<file path="config.mk">
export PLATFORM = sky130hd
export DESIGN_NAME = encpd_core
export DESIGN_NICKNAME = d
export VERILOG_FILES = /design/src/encpd_pkg.sv /design/src/encpd_core.sv /design/src/encpd_speed.sv
export VERILOG_INCLUDE_DIRS = /design/src
export SDC_FILE = /design/constraint.sdc
export NUM_CORES = 1
export LEC_CHECK = 0
export BUFFER_PORTS_ARGS = -buffer_cell sky130_fd_sc_hd__buf_2
export CORE_ASPECT_RATIO = 1.5
export CORE_MARGIN = 1.5
export CORE_UTILIZATION = 36
export CTS_CLUSTER_DIAMETER = 80
export CTS_CLUSTER_SIZE = 25
export DETAILED_ROUTE_END_ITERATION = 6
export PLACE_DENSITY = 0.59
export SLEW_MARGIN = 30
export SYNTH_ARGS = -nofsm -noshare
export SYNTH_HDL_FRONTEND = slang
export SYNTH_SLANG_ARGS = --single-unit
</file>
<file path="constraint.sdc">
create_clock -name clk -period 14.4 [get_ports clk]
set_input_delay 1.44 -clock clk [delete_from_list [all_inputs] [get_ports clk]]
set_output_delay 1.44 -clock clk [all_outputs]
set_load 0.1 [all_outputs]
</file>
<file path="src/encpd_params.svh">
`ifndef ENCPD_PARAMS_SVH
`define ENCPD_PARAMS_SVH
// Register byte offsets on the AXI4-Lite slave.
`define ENCPD_OFF_CFG 12'h000
`define ENCPD_OFF_OUTW 12'h004
`define ENCPD_OFF_POS 12'h008
`define ENCPD_OFF_INW 12'h00c
`define ENCPD_OFF_SPD 12'h010
`define ENCPD_OFF_LOLIM 12'h014
`define ENCPD_OFF_HILIM 12'h018
`define ENCPD_OFF_NVDIR 12'h01c
// Parameter byte 39 field positions.
`define ENCPD_P39_TYPE 1
`define ENCPD_P39_TB0 4
`define ENCPD_P39_TB1 5
// Parameter byte 26 field positions (held in cfg bits 15:8).
`define ENCPD_P26_COMM 10
`define ENCPD_P26_LOEN 13
`define ENCPD_P26_HIEN 14
// Config bit carrying the configured counting direction.
`define ENCPD_CFG_DIR 16
// Cyclic word layout.
`define ENCPD_POS_W 25
`define ENCPD_BIT_RDY 25
`define ENCPD_BIT_MODE 26
`define ENCPD_BIT_LIM 27
`define ENCPD_BIT_DIR 28
`define ENCPD_BIT_TSTOP 29
`define ENCPD_BIT_TSTART 30
`define ENCPD_BIT_PRESET 31
// Time bases.
`define ENCPD_CLK_HZ 100000000
`define ENCPD_MS_10 10
`define ENCPD_MS_100 100
`define ENCPD_TICK_10MS (`ENCPD_CLK_HZ / 1000 * `ENCPD_MS_10)
`define ENCPD_LED_HALF 50000000
`define ENCPD_CFG_RST 32'h0000_0000
`endif

</file>
<file path="src/encpd_pkg.sv">
package encpd_pkg;
  // Speed output time base selected by byte 39 bits 4 and 5.
  typedef enum logic [1:0] {
    ENCPD_TB_SEC = 2'b00,
    ENCPD_TB_100MS = 2'b01,
    ENCPD_TB_10MS = 2'b10,
    ENCPD_TB_RPM = 2'b11
  } encpd_tb_t;
  // Teach-in state.
  typedef enum logic [1:0] {
    ENCPD_T_IDLE = 2'b00,
    ENCPD_T_RUN = 2'b01,
    ENCPD_T_STOP = 2'b10
  } encpd_teach_t;
endpackage

</file>
<file path="src/encpd_core.sv">
`timescale 1ns/1ps
`default_nettype none
`include "encpd_params.svh"
// Overview of operation
// - Byte 39 bit 1 selects single or multi-turn.
// - Byte 39 bits 4,5 select speed time base.
// - Input word: 25 position bits, 7 status.
// - Status bits overwrite position bits above 25.
// - Device answers only when master reads.
// - Speed travels in a separate input word.
// - Master output word: commands high, value low.
// - Bit 25 shows ready to operate.
// - Bit 26 clear and LED flashes in commissioning.
// - Bit 27 set outside software limit window.
// - Bit 28 reports active counting direction.
// - Commissioning takes the counting direction from the nonvolatile store, not configuration.
// - Commissioning changes are stored nonvolatile.
// - Online direction change only in commissioning.
// - Falling output bit 28 flips direction.
// - Direction handshake echoes bits 28, 0, 25.
// - Byte 26 bit 2 enables commissioning mode.
// - Output bit 30 starts teach, raw position.
// - Output bit 29 stops teach, reports resolution.
// - Rising output bit 31 loads preset, acknowledged.
module encpd_core
  import encpd_pkg::*;
(
  // Clock and reset.
  input wire logic clk,
  input wire logic rst_b,
  // Raw position from the sensing disk, asynchronous to clk.
  input wire logic [24:0] raw_pos,
  // Device is ready to operate (pin).
  input wire logic ready_in,
  // AXI4-Lite write channels.
  input wire logic [11:0] s_awaddr,
  input wire logic s_awvalid,
  output logic s_awready,
  input wire logic [31:0] s_wdata,
  input wire logic [3:0] s_wstrb,
  input wire logic s_wvalid,
  output logic s_wready,
  output logic [1:0] s_bresp,
  output logic s_bvalid,
  input wire logic s_bready,
  // AXI4-Lite read channels.
  input wire logic [11:0] s_araddr,
  input wire logic s_arvalid,
  output logic s_arready,
  output logic [31:0] s_rdata,
  output logic [1:0] s_rresp,
  output logic s_rvalid,
  input wire logic s_rready,
  // Indicators and nonvolatile store strobe.
  output logic led_green,
  output logic nv_write
);
  // Pin synchronisers.
  logic [24:0] pos_s1_r, pos_s2_r;
  logic rdy_s1_r, rdy_s2_r;
  // Registers.
  logic [31:0] cfg_r, cfg_nxt; // Byte 39 in 7:0, byte 26 in 15:8, dir 16.
  logic [31:0] outw_r, outw_nxt; // Master output double word.
  logic [31:0] prev_r, prev_nxt; // Previous output word for edges.
  logic [31:0] lolim_r, lolim_nxt, hilim_r, hilim_nxt;
  logic nvdir_r, nvdir_nxt; // Direction held in nonvolatile store.
  logic [24:0] offs_r, offs_nxt; // Preset zero offset.
  logic [24:0] tstart_r, tstart_nxt; // Teach start raw position.
  logic [24:0] tres_r, tres_nxt; // Teach resolution taken from the master's output word.
  encpd_teach_t tst_r, tst_nxt;
  logic ack28_r, ack28_nxt; // Direction handshake in progress.
  logic nvw_r, nvw_nxt;
  logic [25:0] led_cnt_r, led_cnt_nxt;
  logic led_r, led_nxt;
  // Bus.
  logic aw_got_r, aw_got_nxt, w_got_r, w_got_nxt, bv_r, bv_nxt, rv_r, rv_nxt;
  logic [11:0] aw_r, aw_nxt;
  logic [31:0] wd_r, wd_nxt, rd_r, rd_nxt;
  logic [1:0] bresp_r, bresp_nxt, rresp_r, rresp_nxt;
  // Derived.
  logic comm, dir, lim, multi;
  logic [24:0] pos_dir, pos_out;
  logic [31:0] inw;
  logic [15:0] speed;
  encpd_tb_t tb;

  // Combinational check of a mapped offset.
  function automatic logic mapped(input logic [11:0] a);
    mapped = (a <= `ENCPD_OFF_NVDIR) && (a[1:0] == 2'b00);
  endfunction

  // Byte-lane merge for writes.
  function automatic logic [31:0] merge(input logic [31:0] o, input logic [31:0] n,
      input logic [3:0] s);
    for (int i = 0; i < 4; i++) begin
      merge[i*8 +: 8] = s[i] ? n[i*8 +: 8] : o[i*8 +: 8];
    end
  endfunction

  // Position datapath: direction, teach raw output, offset, field clipping.
  always_comb begin
    comm = cfg_r[`ENCPD_P26_COMM];
    multi = cfg_r[`ENCPD_P39_TYPE];
    tb = encpd_tb_t'({cfg_r[`ENCPD_P39_TB1], cfg_r[`ENCPD_P39_TB0]});
    // In commissioning the stored direction wins over configuration.
    dir = comm ? nvdir_r : cfg_r[`ENCPD_CFG_DIR];
    pos_dir = dir ? 25'(~pos_s2_r) : pos_s2_r;
    // Single-turn keeps only the low 13 bits of a revolution.
    if (!multi) begin
      pos_dir = {12'h0, pos_dir[12:0]};
    end
    // Teach running: factor one and no offset.
    pos_out = (tst_r == ENCPD_T_RUN) ? pos_dir : 25'(pos_dir - offs_r);
    lim = (cfg_r[`ENCPD_P26_LOEN] && ({7'h0, pos_out} < lolim_r)) ||
          (cfg_r[`ENCPD_P26_HIEN] && ({7'h0, pos_out} > hilim_r));
    // Status flags sit above the 25-bit field, so larger positions cannot pass.
    inw = {prev_r[31], 1'b0, 1'b0, dir, lim, ~comm, rdy_s2_r, pos_out};
    inw[`ENCPD_BIT_TSTART] = (tst_r != ENCPD_T_IDLE);
    inw[`ENCPD_BIT_TSTOP] = (tst_r == ENCPD_T_STOP);
    if (tst_r == ENCPD_T_STOP) begin
      inw[24:0] = tres_r;
    end
    if (ack28_r) begin
      // The acknowledge already shows the direction that the falling bit will select.
      inw[28:0] = {~dir, inw[27:25], 24'h0, ~dir};
    end
  end

  // Command decode of the master's output double word.
  always_comb begin
    prev_nxt = outw_r;
    nvdir_nxt = nvdir_r;
    offs_nxt = offs_r;
    tst_nxt = tst_r;
    tstart_nxt = tstart_r;
    tres_nxt = tres_r;
    ack28_nxt = ack28_r;
    nvw_nxt = 1'b0;
    // Direction handshake, only in commissioning.
    if (comm && outw_r[`ENCPD_BIT_DIR] && outw_r[31:29] == 3'h0) begin
      ack28_nxt = 1'b1;
    end
    if (comm && prev_r[`ENCPD_BIT_DIR] && !outw_r[`ENCPD_BIT_DIR]) begin
      nvdir_nxt = ~nvdir_r;
      ack28_nxt = 1'b0;
      nvw_nxt = 1'b1;
    end
    // Teach-in sequence.
    if (comm && outw_r[`ENCPD_BIT_TSTART] && tst_r == ENCPD_T_IDLE) begin
      tst_nxt = ENCPD_T_RUN;
      tstart_nxt = pos_dir;
    end
    if (comm && outw_r[`ENCPD_BIT_TSTOP] && tst_r == ENCPD_T_RUN) begin
      tst_nxt = ENCPD_T_STOP;
      tres_nxt = outw_r[24:0];
      offs_nxt = tstart_r;
      nvw_nxt = 1'b1;
    end
    if (tst_r == ENCPD_T_STOP && !outw_r[`ENCPD_BIT_TSTOP]) begin
      tst_nxt = ENCPD_T_IDLE;
    end
    // Preset on rising bit 31.
    if (outw_r[`ENCPD_BIT_PRESET] && !prev_r[`ENCPD_BIT_PRESET]) begin
      offs_nxt = 25'(pos_dir - outw_r[24:0]);
      nvw_nxt = 1'b1;
    end
    // LED flashes in commissioning, solid otherwise.
    led_cnt_nxt = (led_cnt_r >= 26'(`ENCPD_LED_HALF - 1)) ? 26'h0 : led_cnt_r + 26'h1;
    led_nxt = comm ? (led_cnt_r == 26'h0 ? ~led_r : led_r) : 1'b1;
  end

  // AXI4-Lite slave; the master initiates every exchange.
  always_comb begin
    aw_got_nxt = aw_got_r;
    w_got_nxt = w_got_r;
    aw_nxt = aw_r;
    wd_nxt = wd_r;
    bv_nxt = bv_r;
    bresp_nxt = bresp_r;
    rv_nxt = rv_r;
    rd_nxt = rd_r;
    rresp_nxt = rresp_r;
    cfg_nxt = cfg_r;
    outw_nxt = outw_r;
    lolim_nxt = lolim_r;
    hilim_nxt = hilim_r;
    if (s_awvalid && !aw_got_r) begin
      aw_got_nxt = 1'b1;
      aw_nxt = s_awaddr;
    end
    if (s_wvalid && !w_got_r) begin
      w_got_nxt = 1'b1;
      wd_nxt = s_wdata;
    end
    if (aw_got_r && w_got_r && !bv_r) begin
      aw_got_nxt = 1'b0;
      w_got_nxt = 1'b0;
      bv_nxt = 1'b1;
      bresp_nxt = mapped(aw_r) ? 2'b00 : 2'b10;
      case (aw_r)
        `ENCPD_OFF_CFG: cfg_nxt = merge(cfg_r, wd_r, s_wstrb);
        `ENCPD_OFF_OUTW: outw_nxt = merge(outw_r, wd_r, s_wstrb);
        `ENCPD_OFF_LOLIM: lolim_nxt = merge(lolim_r, wd_r, s_wstrb);
        `ENCPD_OFF_HILIM: hilim_nxt = merge(hilim_r, wd_r, s_wstrb);
        default: ;
      endcase
    end
    if (bv_r && s_bready) begin
      bv_nxt = 1'b0;
    end
    if (s_arvalid && !rv_r) begin
      rv_nxt = 1'b1;
      rresp_nxt = mapped(s_araddr) ? 2'b00 : 2'b10;
      case (s_araddr)
        `ENCPD_OFF_CFG: rd_nxt = cfg_r;
        `ENCPD_OFF_OUTW: rd_nxt = outw_r;
        `ENCPD_OFF_POS: rd_nxt = {7'h0, pos_out};
        `ENCPD_OFF_INW: rd_nxt = inw;
        `ENCPD_OFF_SPD: rd_nxt = {16'h0, speed};
        `ENCPD_OFF_LOLIM: rd_nxt = lolim_r;
        `ENCPD_OFF_HILIM: rd_nxt = hilim_r;
        `ENCPD_OFF_NVDIR: rd_nxt = {31'h0, nvdir_r};
        default: rd_nxt = 32'h0;
      endcase
    end else if (rv_r && s_rready) begin
      rv_nxt = 1'b0;
    end
  end

  // Registers; the synchronisers' first stage feeds only the second.
  always_ff @(posedge clk or negedge rst_b) begin
    if (!rst_b) begin
      pos_s1_r <= 25'h0;
      pos_s2_r <= 25'h0;
      rdy_s1_r <= 1'b0;
      rdy_s2_r <= 1'b0;
      cfg_r <= `ENCPD_CFG_RST;
      outw_r <= 32'h0;
      prev_r <= 32'h0;
      lolim_r <= 32'h0;
      hilim_r <= 32'hffff_ffff;
      nvdir_r <= 1'b0;
      offs_r <= 25'h0;
      tstart_r <= 25'h0;
      tres_r <= 25'h0;
      tst_r <= ENCPD_T_IDLE;
      ack28_r <= 1'b0;
      nvw_r <= 1'b0;
      led_cnt_r <= 26'h0;
      led_r <= 1'b0;
      aw_got_r <= 1'b0;
      w_got_r <= 1'b0;
      aw_r <= 12'h0;
      wd_r <= 32'h0;
      bv_r <= 1'b0;
      bresp_r <= 2'b00;
      rv_r <= 1'b0;
      rd_r <= 32'h0;
      rresp_r <= 2'b00;
    end else begin
      pos_s1_r <= raw_pos;
      pos_s2_r <= pos_s1_r;
      rdy_s1_r <= ready_in;
      rdy_s2_r <= rdy_s1_r;
      cfg_r <= cfg_nxt;
      outw_r <= outw_nxt;
      prev_r <= prev_nxt;
      lolim_r <= lolim_nxt;
      hilim_r <= hilim_nxt;
      nvdir_r <= nvdir_nxt;
      offs_r <= offs_nxt;
      tstart_r <= tstart_nxt;
      tres_r <= tres_nxt;
      tst_r <= tst_nxt;
      ack28_r <= ack28_nxt;
      nvw_r <= nvw_nxt;
      led_cnt_r <= led_cnt_nxt;
      led_r <= led_nxt;
      aw_got_r <= aw_got_nxt;
      w_got_r <= w_got_nxt;
      aw_r <= aw_nxt;
      wd_r <= wd_nxt;
      bv_r <= bv_nxt;
      bresp_r <= bresp_nxt;
      rv_r <= rv_nxt;
      rd_r <= rd_nxt;
      rresp_r <= rresp_nxt;
    end
  end

  // Speed word computed on its own.
  encpd_speed u_speed (
    .clk(clk),
    .rst_b(rst_b),
    .pos(pos_out),
    .tb(tb),
    .steps_rev(25'h2000),
    .speed(speed)
  );

  assign s_awready = !aw_got_r;
  assign s_wready = !w_got_r;
  assign s_bvalid = bv_r;
  assign s_bresp = bresp_r;
  assign s_arready = !rv_r;
  assign s_rvalid = rv_r;
  assign s_rdata = rd_r;
  assign s_rresp = rresp_r;
  assign led_green = led_r;
  assign nv_write = nvw_r;

  // Direction only flips on a falling command bit while commissioning.
  dir_flip_a: assert property (@(posedge clk) disable iff (!rst_b)
    (comm && $fell(outw_r[28]) && $past(outw_r[28])) |=> (nvdir_r != $past(nvdir_r)))
    else $error("direction did not flip on falling bit 28");
  dir_hold_a: assert property (@(posedge clk) disable iff (!rst_b)
    !comm |=> $stable(nvdir_r))
    else $error("direction changed outside commissioning");
  mode_bit_a: assert property (@(posedge clk) disable iff (!rst_b)
    inw[26] == !cfg_r[`ENCPD_P26_COMM])
    else $error("mode bit wrong");
  preset_ack_a: assert property (@(posedge clk) disable iff (!rst_b)
    $rose(outw_r[31]) |=> inw[31])
    else $error("preset not acknowledged");
  teach_start_a: assert property (@(posedge clk) disable iff (!rst_b)
    (comm && outw_r[30] && tst_r == ENCPD_T_IDLE) |=> inw[30])
    else $error("teach start not echoed");
  teach_stop_a: assert property (@(posedge clk) disable iff (!rst_b)
    (comm && outw_r[29] && tst_r == ENCPD_T_RUN) |=> inw[24:0] == $past(outw_r[24:0]))
    else $error("teach stop result wrong");
  ack_echo_a: assert property (@(posedge clk) disable iff (!rst_b)
    ack28_r |-> ((inw[0] == !dir) && (inw[28] == !dir)))
    else $error("direction echo mismatch");
  nv_store_a: assert property (@(posedge clk) disable iff (!rst_b)
    (nvdir_r != $past(nvdir_r)) |-> nv_write)
    else $error("direction change not stored");
endmodule
`default_nettype wire

</file>
<file path="src/encpd_speed.sv">
`timescale 1ns/1ps
`default_nettype none
`include "encpd_params.svh"
// Speed measurement: position difference over a 10 ms window, scaled to the base.
module encpd_speed
  import encpd_pkg::*;
#(
  parameter int unsigned TICK_10MS = `ENCPD_TICK_10MS
) (
  // Clock and reset.
  input wire logic clk,
  input wire logic rst_b,
  // Position and selection.
  input wire logic [24:0] pos,
  input wire encpd_tb_t tb,
  input wire logic [24:0] steps_rev,
  // Speed result.
  output logic [15:0] speed
);
  logic [31:0] cnt_r, cnt_nxt; // Window counter.
  logic [24:0] last_r, last_nxt; // Position at previous window.
  logic [15:0] spd_r, spd_nxt; // Registered speed.
  logic [31:0] d; // Signed step delta over 10 ms.

  // Delta is taken modulo the 25-bit range so wrap past zero stays small.
  always_comb begin
    d = 32'(signed'({{7{pos[24] ^ last_r[24]}}, 25'(pos - last_r)}));
    d = {{7{d[24]}}, d[24:0]};
    cnt_nxt = cnt_r + 32'h1;
    last_nxt = last_r;
    spd_nxt = spd_r;
    if (cnt_r >= TICK_10MS - 1) begin
      cnt_nxt = 32'h0;
      last_nxt = pos;
      // Scale 10 ms delta to the chosen base; rpm uses 6000 windows per minute.
      case (tb)
        ENCPD_TB_SEC: spd_nxt = 16'(d * 32'd100);
        ENCPD_TB_100MS: spd_nxt = 16'(d * 32'd10);
        ENCPD_TB_10MS: spd_nxt = d[15:0];
        ENCPD_TB_RPM: spd_nxt = (steps_rev == 25'h0) ? 16'h0 :
          16'($signed(d) * 32'sd6000 / $signed({7'h0, steps_rev}));
        default: spd_nxt = 16'h0;
      endcase
    end
  end

  // Registers only.
  always_ff @(posedge clk or negedge rst_b) begin
    if (!rst_b) begin
      cnt_r <= 32'h0;
      last_r <= 25'h0;
      spd_r <= 16'h0;
    end else begin
      cnt_r <= cnt_nxt;
      last_r <= last_nxt;
      spd_r <= spd_nxt;
    end
  end

  assign speed = spd_r;
endmodule
`default_nettype wire

</file>
**Word level (Yosys, flattened, before mapping)**

Cells that the tools add are included.

- Equal/unequal tests: 16
- Muxes and demuxes: 32
- Multipliers: 3
- Add/sub/neg operators: 6
- Reductions and logical operators: 62
- Bitwise gates (word level): 6
- $lt $le $gt $ge: 6

Operators by type and width:

| operator | number |
|---|---|
| $pmux W32 S8 | 1 |
| $mux W25 | 6 |
| $sub A25 B25 Y25 | 3 |
| $eq A12 B5 Y1 const B | 6 |
| $pmux W16 S4 | 1 |
| $reduce_and A3 Y1 | 16 |
| $add A32 B1 Y32 const B | 1 |
| $ge A32 B20 Y1 const B | 1 |
| $gt A25 B32 Y1 | 1 |
| $lt A25 B32 Y1 | 1 |
| $mul A32 B3 Y15 const B | 1 |
| $mul A32 B5 Y14 const B | 1 |
| $mux W32 | 1 |
| $mux W29 | 1 |
| $mul A25 B10 Y28 const B | 1 |
| $add A26 B1 Y26 const B | 1 |
| $ge A26 B26 Y1 const B | 1 |
| $logic_not A26 Y1 | 1 |
| $mux W26 | 1 |
| $not A25 Y25 | 1 |
| $eq A12 B3 Y1 const B | 2 |
| $eq A12 B4 Y1 const B | 2 |
| $le A12 B5 Y1 const B | 2 |
| $logic_not A12 Y1 | 2 |
| other kinds (16) | 76 |

- Register bits: 476
- Output and inout bits: 43
- Input port bits: 93
- Logic and storage cells: 173

**Longest topological paths before layout**

Gate-level depths: netlist of run 1.

- Depth after elaboration: 11
- Depth in mapped cells: 51
- Mapped depth without buffers: 49

**Hierarchy**

Synthesis of run 1 repeated with hierarchy kept, for this count alone.

- Cell total of the unflattened synthesis: 8371
- Area total of the unflattened synthesis: 65816.9 sq um

Modules (own cells, without submodules):

| module | instances | seq. area each (sq um) | cells each | area each (sq um) |
|---|---|---|---|---|
| encpd_speed | 1 | 1826.8 | 6448 | 46552.1 |
| encpd_core | 1 | 9323.9 | 1923 | 19264.7 |

**Least setup slack after synthesis of run 1**

Ideal clock, no wire load.

- Path kind: reg2reg
- Start: reg cfg_r[10]
- End: reg u_speed.spd_r[13] (netlist: u_speed.speed[13])
- Path slack: 2.911 ns
- Library setup time: 0.125 ns
- Required time: 14.275 ns
- Cell stages (with the launch flop): 47
- Path buffers: 2
- Data arrival time: 11.364 ns
- Clock period less this slack: 11.489 ns
- Cell sequence: dfrtp_1 -> mux2i_1 -> buf_1 -> clkbuf_1 -> xor2_1 -> inv_1 -> ha_1 -> nor2b_1 -> o21ai_0 -> a21boi_0 -> o21ai_0 -> nand2b_1 -> xnor2_1 -> o21ai_0 -> ha_1 -> o21a_1 -> o21ai_0 -> a21oi_1 -> [... 11 more ...] -> fa_1 -> inv_1 -> fa_1 -> inv_1 -> ha_1 -> a2111oi_0 -> a21oi_1 -> a2111o_1 -> a21oi_1 -> xnor2_1 -> xnor2_1 -> a21oi_1 -> ha_1 -> nand3_1 -> nor4_1 -> xor2_1 -> mux4_2 -> mux2_2

- Cells in the longest elaborated chain, start to end: 11
- Elaborated cells on any way between the ends: 13
- Classes of those cells: add/sub: 3; mul: 3; mux: 5; bitwise: 1; reduce/logical: 1

Ends and longest elaborated chain:

| element | RTL line | RTL |
|---|---|---|
| start: declaration | encpd_core.sv:62 | `logic [31:0] cfg_r, cfg_nxt;` |
| start signal: assignment | encpd_core.sv:237 | `` cfg_r <= `ENCPD_CFG_RST; `` |
| start signal: assignment | encpd_core.sv:265 | `cfg_r <= cfg_nxt;` |
| $mux W1 (*) | encpd_core.sv:106 | `` dir = comm ? nvdir_r : cfg_r[`ENCPD_CFG_DIR]; `` |
| $mux W25 (*) | encpd_core.sv:107 | `pos_dir = dir ? 25'(~pos_s2_r) : pos_s2_r;` |
| $mux W25 (*) | encpd_core.sv:109 | `if (!multi) begin` |
| net pos_dir[1] | encpd_core.sv:82 | `logic [24:0] pos_dir, pos_out;` |
| $sub A25 B25 Y25 (*) | encpd_core.sv:113 | `pos_out = (tst_r == ENCPD_T_RUN) ? pos_dir : 25'(pos_dir - offs_r);` |
| $mux W25 (*) | encpd_core.sv:113 |  |
| net pos_out[5] | encpd_core.sv:82 |  |
| $sub A25 B25 Y25 (*) | encpd_speed.sv:27 | `d = 32'(signed'({{7{pos[24] ^ last_r[24]}}, 25'(pos - last_r)}));` |
| $mul A25 B10 Y28 | encpd_speed.sv:41 | `16'($signed(d) * 32'sd6000 / $signed({7'h0, steps_rev}));` |
| $reduce_or A9 Y1 (no line) | n/a |  |
| $and A1 B1 Y1 (no line) | n/a |  |
| $add A16 B1 Y16 (no line) | n/a |  |
| $pmux W16 S4 (*) | encpd_speed.sv:36 | `case (tb)` |
| end signal: assignment | encpd_speed.sv:56 | `spd_r <= spd_nxt;` |
| end: declaration | encpd_speed.sv:22 | `logic [15:0] spd_r, spd_nxt;` |

The timed path passes the listed nets; every way through them passes the cells marked *.
A chain may end at the register's enable or synchronous reset.

**Final worst setup path of run 1**

- Start: reg cfg_r[10]
- End: reg u_speed.spd_r[14] (netlist: u_speed.speed[14])

Same word-level chain as after synthesis.

==> metrics.md, run 1 <==
| Metric | Value |
|---|---|
| Initial Utilization | `36.2%` |
| Antenna viol nets, final | `0` |
| Min-Delay Endpoint | `pos_s2_r[21]` |
| CTS buffer count | `26` |
| Final Max Slew Viols | `0` |
| Worst r2r path cells | `48` |
| Critical Path End Type | `register` |
| CP max FO | `11` |
| Vias per inst | `5.29` |
| Worst-Margin Slew | `1000 ps` |
| Worst Setup Start Kind | `register` |
| Rel. slew slack | `32.9%` |
| DRC Markers | `6` |
| Setup ws final | `1660 ps` |
| Met1 WL | `33600 um` |
| Post-synthesis sequential area ratio | `37.5%` |
| Period utilisation layout | `88.5%` |
| Largest net degree at the start of global routing | `103` |
| Clock tree sinks | `444` |
| RSZ-0062 raised after global routing | `false` |
| Port Buffers | `133` |
| Clk_lat worst skew | `630 ps` |
| CTS tree | `done` |
| Mapped Avg Cell Area | `9.70 sq um` |
| Post-synth EDFFs | `0` |
| Delay of the slowest cell on the worst path | `700 ps` |
| Seq cells post-synth | `444` |
| Die Width | `238 um` |
| Clk_skew | `38.5 ps` |
| Clock root buffer | `clkbuf_16` |
| Iter 0 DRT Violations | `1298` |
| Post-CTS setup buffers | `0` |
| Fillers | `8154` |
| Max Cap Viol | `0` |
| Highest routed layer | `met5` |
| Placed Area | `31900 sq um` |
| Predominant post-synthesis flop cell | `dfrtp_1` |
| Core Util, Final | `40.0%` |
| FFs w/ async S/R, synth | `100%` |
| Cells after Synth | `3070` |
| DIE HEIGHT | `355 um` |
| Htree depth | `1` |
| GP Congestion | `0.903` |
| Cts hold-fix bufs | `0` |
| Nets | `3650` |
| Synth-to-Final Area Change | `10.4%` |
| Status | `complete, but fails checks` |
| FF+latch area | `11200 sq um` |
| Post-synthesis mux area share | `6.10%` |
| RR Endpoint | `u_speed.speed[14]` |
| Detailed Routing Iterations Pass 1 | `7` |
| Synth Area in Compound Gates | `15.0%` |
| Gr usage total | `19.9%` |
| CTS resizes | `0` |
| Synth cell types | `89` |
| DP Worst Slack | `1690 ps` |
| Post-synthesis xor/xnor area fraction | `5.87%` |
| Wire length on met3 | `3400 um` |
| Total Neg Setup Slack | `0 ps` |
| Post-Synth Simple-Gate Area | `11.7%` |
| Hold Crit Start | `pos_s1_r[21]` |
| CP max stage cell | `dfrtp_1` |
| CP Data Required Time | `14950 ps` |
| Final setup viols | `0` |
| Critical path type | `reg -> reg` |
| Overflow after GRT | `0` |
| R2R setup slack | `1660 ps` |
| Buf+Inv Stages, Crit Path | `6` |
| Main combinational cell family by area after synthesis | `adder cells` |
| Ys Warns | `0` |
| Vias | `22600` |
| CP arrival | `13290 ps` |
| Boundary Pins | `136` |
| First-pass GRT wire length | `131000 um` |
| Bufs on Longest Clock Path | `3` |
| Core area | `82200 sq um` |
| HP Class | `reg -> reg` |
| Mean routed wirelength per cell | `19.7 um` |
| Failing checks | `DRC` |
| Die area | `84500 sq um` |
| Final Hold Viols | `0` |
| Max Freq | `0.0785 GHz` |
| Initial antenna violation count | `4` |
| FP Rows | `129` |
| Synth Cell Area | `29800 sq um` |
| WL final | `83900 um` |
| Worst Hold Depth | `0` |
| Largest delay contributor family on the critical path | `compound AO/OA/AOI/OAI gates` |
| Cell area after layout | `32900 sq um` |
| Post-synthesis adder-cell area fraction | `18.0%` |
| Share of layout cells above drive strength 1 | `13.8%` |
| Crit path time final | `12740 ps` |
| Multi-input logic area | `17000 sq um` |
| Worst r2r src | `cfg_r[10]` |
| Via count of the first global-routing pass | `23000` |
| Detailed placement HPWL | `65800 um` |
| CTS clk-pin slew, worst paths | `100 ps` |
| DR WL met2 | `42900 um` |
## cells by family after synthesis
kind of cell,after synthesis
AOI/OAI and AO/OA,690
xor gates and xnor gates,197
adders and majority gates,360
buffers and inverters,468
DFF,444
muxes,155
other,1
and+or+nand+nor,755
## cells in the mapped netlist (all sizes together), types with 9 or more instances
cell type / instances / share of area (%)
a22oi: 22 / 0.55
ha: 247 / 10
dfrtp: 412 / 35
inv: 366 / 4.6
mux4: 9 / 0.68
fa: 112 / 7.5
nand4: 27 / 0.59
o21bai: 11 / 0.28
o21a: 28 / 0.71
a31oi: 17 / 0.36
o31ai: 10 / 0.27
xnor2: 111 / 3.3
xor2: 85 / 2.5
o211ai: 9 / 0.26
a21o: 58 / 1.5
nor3: 31 / 0.52
mux2: 122 / 4.6
a211oi: 13 / 0.34
o2111ai: 10 / 0.29
nand3: 55 / 0.92
nor4: 22 / 0.51
nand2: 292 / 3.7
nor2: 199 / 2.5
dfstp: 32 / 2.8
clkbuf: 84 / 1.1
a222oi: 25 / 0.84
nor2b: 25 / 0.53
a221oi: 14 / 0.47
and3: 22 / 0.46
or2: 10 / 0.21
nand2b: 22 / 0.46
buf: 18 / 0.27
o21ai: 247 / 4.2
nor3b: 12 / 0.30
mux2i: 24 / 0.81
a21oi: 149 / 2.5
## worst max-delay path by stage
stage	start	endpoint	slack, ps	cells past startpoint
2_1_floorplan	cfg_r[10]	u_speed.speed[13]	2910	46
3_3_place_gp	cfg_r[10]	u_speed.speed[14]	1930	48
3_5_place_dp	cfg_r[10]	u_speed.speed[14]	1690	48
4_1_cts	cfg_r[10]	u_speed.speed[14]	1610	48
5_1_grt	cfg_r[10]	u_speed.speed[14]	790	47
6_report	cfg_r[10]	u_speed.speed[14]	1660	48
## metrics by stage
step	hold slack (ps)	cells
2_1_floorplan	331	3083
4_1_cts	358	4264
6_report	351	4268
5_1_grt	362	4265
3_5_place_dp	336	4217
3_3_place_gp	334	4216
## flip-flops by register name, summed over array words and instances (netlist names), 26 cells and up
name,flops
u_speed.cnt_r,32
hilim_r,32
wd_r,32
cfg_r,32
lolim_r,32
led_cnt_r,26
s_rdata,32
outw_r,32
## layout make-up
class / count / share of cell area (%)
clock inverters: 13 / 0.499
multi-input cells: 2171 / 51.8
flip-flops and latches: 444 / 33.9
diodes: 3 / 0.0229
clock buffers: 34 / 2.14
inverters: 366 / 4.18
well taps: 1048 / 3.99
repair buffers: 189 / 3.46
## cells in the final DEF, fill, tap and decap left out, drive strengths merged, types with 111 or more instances in the layout
cell and instances:
nor2 199, mux2 122, xnor2 111, fa 112, ha 247, inv 374
buf 189, nand2 292, a21oi 149, dfrtp 412, o21ai 247
## per-layer routing
layer  global-route usage, %  up-vias
met1                    23.8    11200
met4                    8.88        4
li1                        -    10800
met5                       0        -
met2                    35.9      495
met3                    1.99      144
## worst register-to-register path, delay by kind of cell, from the launching register on
family                     cells  cell delay [ps]
AOI/OAI and AO/OA             16             3680
xor gates and xnor gates       7             1750
adders and majority gates      9             3450
buffers and inverters          6              570
DFF                            1              700
muxes                          2             1080
and+or+nand+nor                8             1460
Power of run 1 is left out: the tool's default activity adds up to more than one toggle a clock period on the data nets, which glitch-free logic cannot reach.
==> run 2: changes to the inputs <==
--- a/config.mk
+++ b/config.mk
@@ -10,10 +10,10 @@
 export CORE_ASPECT_RATIO = 1.5
 export CORE_MARGIN = 1.5
 export CORE_UTILIZATION = 36
-export CTS_CLUSTER_DIAMETER = 80
+export CTS_CLUSTER_DIAMETER = 50
 export CTS_CLUSTER_SIZE = 25
 export DETAILED_ROUTE_END_ITERATION = 6
-export PLACE_DENSITY = 0.59
+export PLACE_DENSITY = 0.61
 export SLEW_MARGIN = 30
 export SYNTH_ARGS = -nofsm -noshare
 export SYNTH_HDL_FRONTEND = slang
==> constraint.sdc (replaced) <==
create_clock -name clk -period 10.83 [get_ports clk]
set_input_delay 1.083 -clock clk [delete_from_list [all_inputs] [get_ports clk]]
set_output_delay 1.083 -clock clk [all_outputs]
set_load 0.1 [all_outputs]
==> metrics.md, run 2 (synthesis results as in run 1) <==
| Metric | Value |
|---|---|
| Status | `complete, no violations` |
| Largest net degree at the start of global routing | `163 (+58%)` |
| Setup crit start | `cfg_r[10]` |
| Share of layout cells above drive strength 1 | `22.5% (+8.7 points)` |
| Most common library cell in the layout ignoring fill and taps | `dfrtp_1` |
| R2R setup slack | `70 ps (-1590 ps)` |
| Initial Utilization | `36.2% (unchanged)` |
| Buf+Inv Stages, Crit Path | `7 (+1)` |
| Initial antenna violation count | `5 (+1)` |
| Htree depth | `2 (+1)` |
| Boundary Pins | `136 (unchanged)` |
| Worst r2r src | `cfg_r[10]` |
| Mean routed wirelength per cell | `19.3 um (-1.9%)` |
| Commonest cells after routing, fill and taps aside | `dfrtp_1, inv_1, nand2_1` |
| Crit path time final | `10760 ps (-1980 ps)` |
| Port Buffers | `133 (unchanged)` |
| Vias | `23500 (+3.8%)` |
| RSZ-0062 raised after global routing | `true` |
| CP Data Required Time | `11340 ps (-3610 ps)` |
| Die Width | `238 um (unchanged)` |
| CTS clk-pin slew, worst paths | `90 ps (about the same)` |
| Final Max Slew Viols | `0 (unchanged)` |
| Max Freq | `0.0929 GHz (+18%)` |
| Worst Setup Start Kind | `register` |
| Clk_skew | `34.2 ps (-4.31 ps)` |
| Period utilisation layout | `99.4% (+11 points)` |
| Overflow after GRT | `0 (unchanged)` |
| Gr usage total | `20.5% (+0.60 points)` |
| Max Cap Viol | `0 (unchanged)` |
| Via count of the first global-routing pass | `24100 (+4.6%)` |
| Critical Path End Type | `register` |
| FP Rows | `129 (unchanged)` |
| GP Congestion | `0.926 (+2.6%)` |
| DIE HEIGHT | `355 um (unchanged)` |
| Placed Area | `33300 sq um (+4.4%)` |
| Iter 0 DRT Violations | `1422 (+9.6%)` |
| Die area | `84500 sq um (unchanged)` |
| Largest delay contributor family on the critical path | `compound AO/OA/AOI/OAI gates` |
| Detailed placement HPWL | `67700 um (+2.9%)` |
| CP max FO | `3 (-8)` |
| Delay of the slowest cell on the worst path | `530 ps (-170 ps)` |
| Final setup viols | `0 (unchanged)` |
| CTS buffer count | `37 (+42%)` |
| WL final | `86900 um (+3.5%)` |
| Worst r2r path cells | `49 (+2.1%)` |
| Worst-Margin Slew | `1010 ps (+10.6 ps)` |
| Clock tree sinks | `444 (unchanged)` |
| RR Endpoint | `u_speed.speed[14]` |
| HP Class | `reg -> reg` |
| Nets | `3876 (+6.2%)` |
| Cell area after layout | `35600 sq um (+8.4%)` |
| Bufs on Longest Clock Path | `3 (unchanged)` |
| CP max stage cell | `fa_1` |
| DRC Markers | `0 (-6)` |
| CTS tree | `done` |
| Vias per inst | `5.21 (-1.6%)` |
| Setup crit end | `u_speed.speed[14]` |
| Worst path depth | `49 (+2.1%)` |
| Critical path type | `reg -> reg` |
| Rel. slew slack | `32.6% (-0.26 points)` |
| First-pass GRT wire length | `135000 um (+3.0%)` |
| Synth-to-Final Area Change | `19.6%` |
| Antenna viol nets, final | `0 (unchanged)` |
| Core area | `82200 sq um (unchanged)` |
| Clock root buffer | `clkbuf_16` |
| Worst hold slack | `344 ps (-6.71 ps)` |
| Clk_lat worst skew | `600 ps (-30 ps)` |
| Detailed Routing Iterations Pass 1 | `6 (-1)` |
| Final Hold Viols | `0 (unchanged)` |
| CP arrival | `11270 ps (-2020 ps)` |
## run 2: changes by cell type in the layout (fill, tap and decap cells not counted), sizes merged
cell	before	now
clkinvlp	0	2
buf	189	404
clkbuf	34	42
diode	3	1
clkinv	5	6
inv	374	380
bufinv	0	4
## run 2: repair_timing
item / CTS / global route
endpoints found under the setup margin: 14 / 15
setup buffers: 10 / 25
hold buffers: 0 / 0
endpoints found under the hold margin: 0 / 0
pin swaps: 5 / 72
gates resized for setup: 29 / 86
## run 2: metal layers
metal	track usage (%)	part of all wire (%)
met3	2.67	4.6
met2	36.8	51
met1	24.1	40
met5	0	0.033
met4	9.75	5.1
## run 2: final cells by class
class / instances / area [sq um]
fill: 7913 / 46600
multi-input combinational: 2171 / 17600
tap: 1048 / 1310
sequential: 444 / 11200
inverter: 366 / 1370
clock buffer: 42 / 1010
timing repair buffer: 404 / 2770
clock inverter: 26 / 412
antenna: 1 / 2.50
## run 2: through the flow
stage / worst slack (ps) / setup TNS (ps) / instances / utilization (%)
3_3_place_gp: -109 / -303 / 4398 / 40.6
3_5_place_dp: -372 / -2440 / 4398 / 40.6
6_report: 68.8 / 0 / 4502 / 43.3
5_1_grt: -311 / -2580 / 4502 / 43.3
4_1_cts: -49.3 / -49.3 / 4476 / 42.5
2_1_floorplan: 4.18 / 0 / 3083 / -
## run 2: how the worst min path moves through the flow
stage	startpoint	end	depth (start not counted)
3_5_place_dp	pos_s1_r[10]	pos_s2_r[10]	0
5_1_grt	pos_s1_r[19]	pos_s2_r[19]	0
4_1_cts	pos_s1_r[19]	pos_s2_r[19]	0
3_3_place_gp	pos_s1_r[13]	pos_s2_r[13]	0
2_1_floorplan	pos_s1_r[0]	pos_s2_r[0]	0
6_report	pos_s1_r[19]	pos_s2_r[19]	0
Power of run 2 is left out for the same reason.
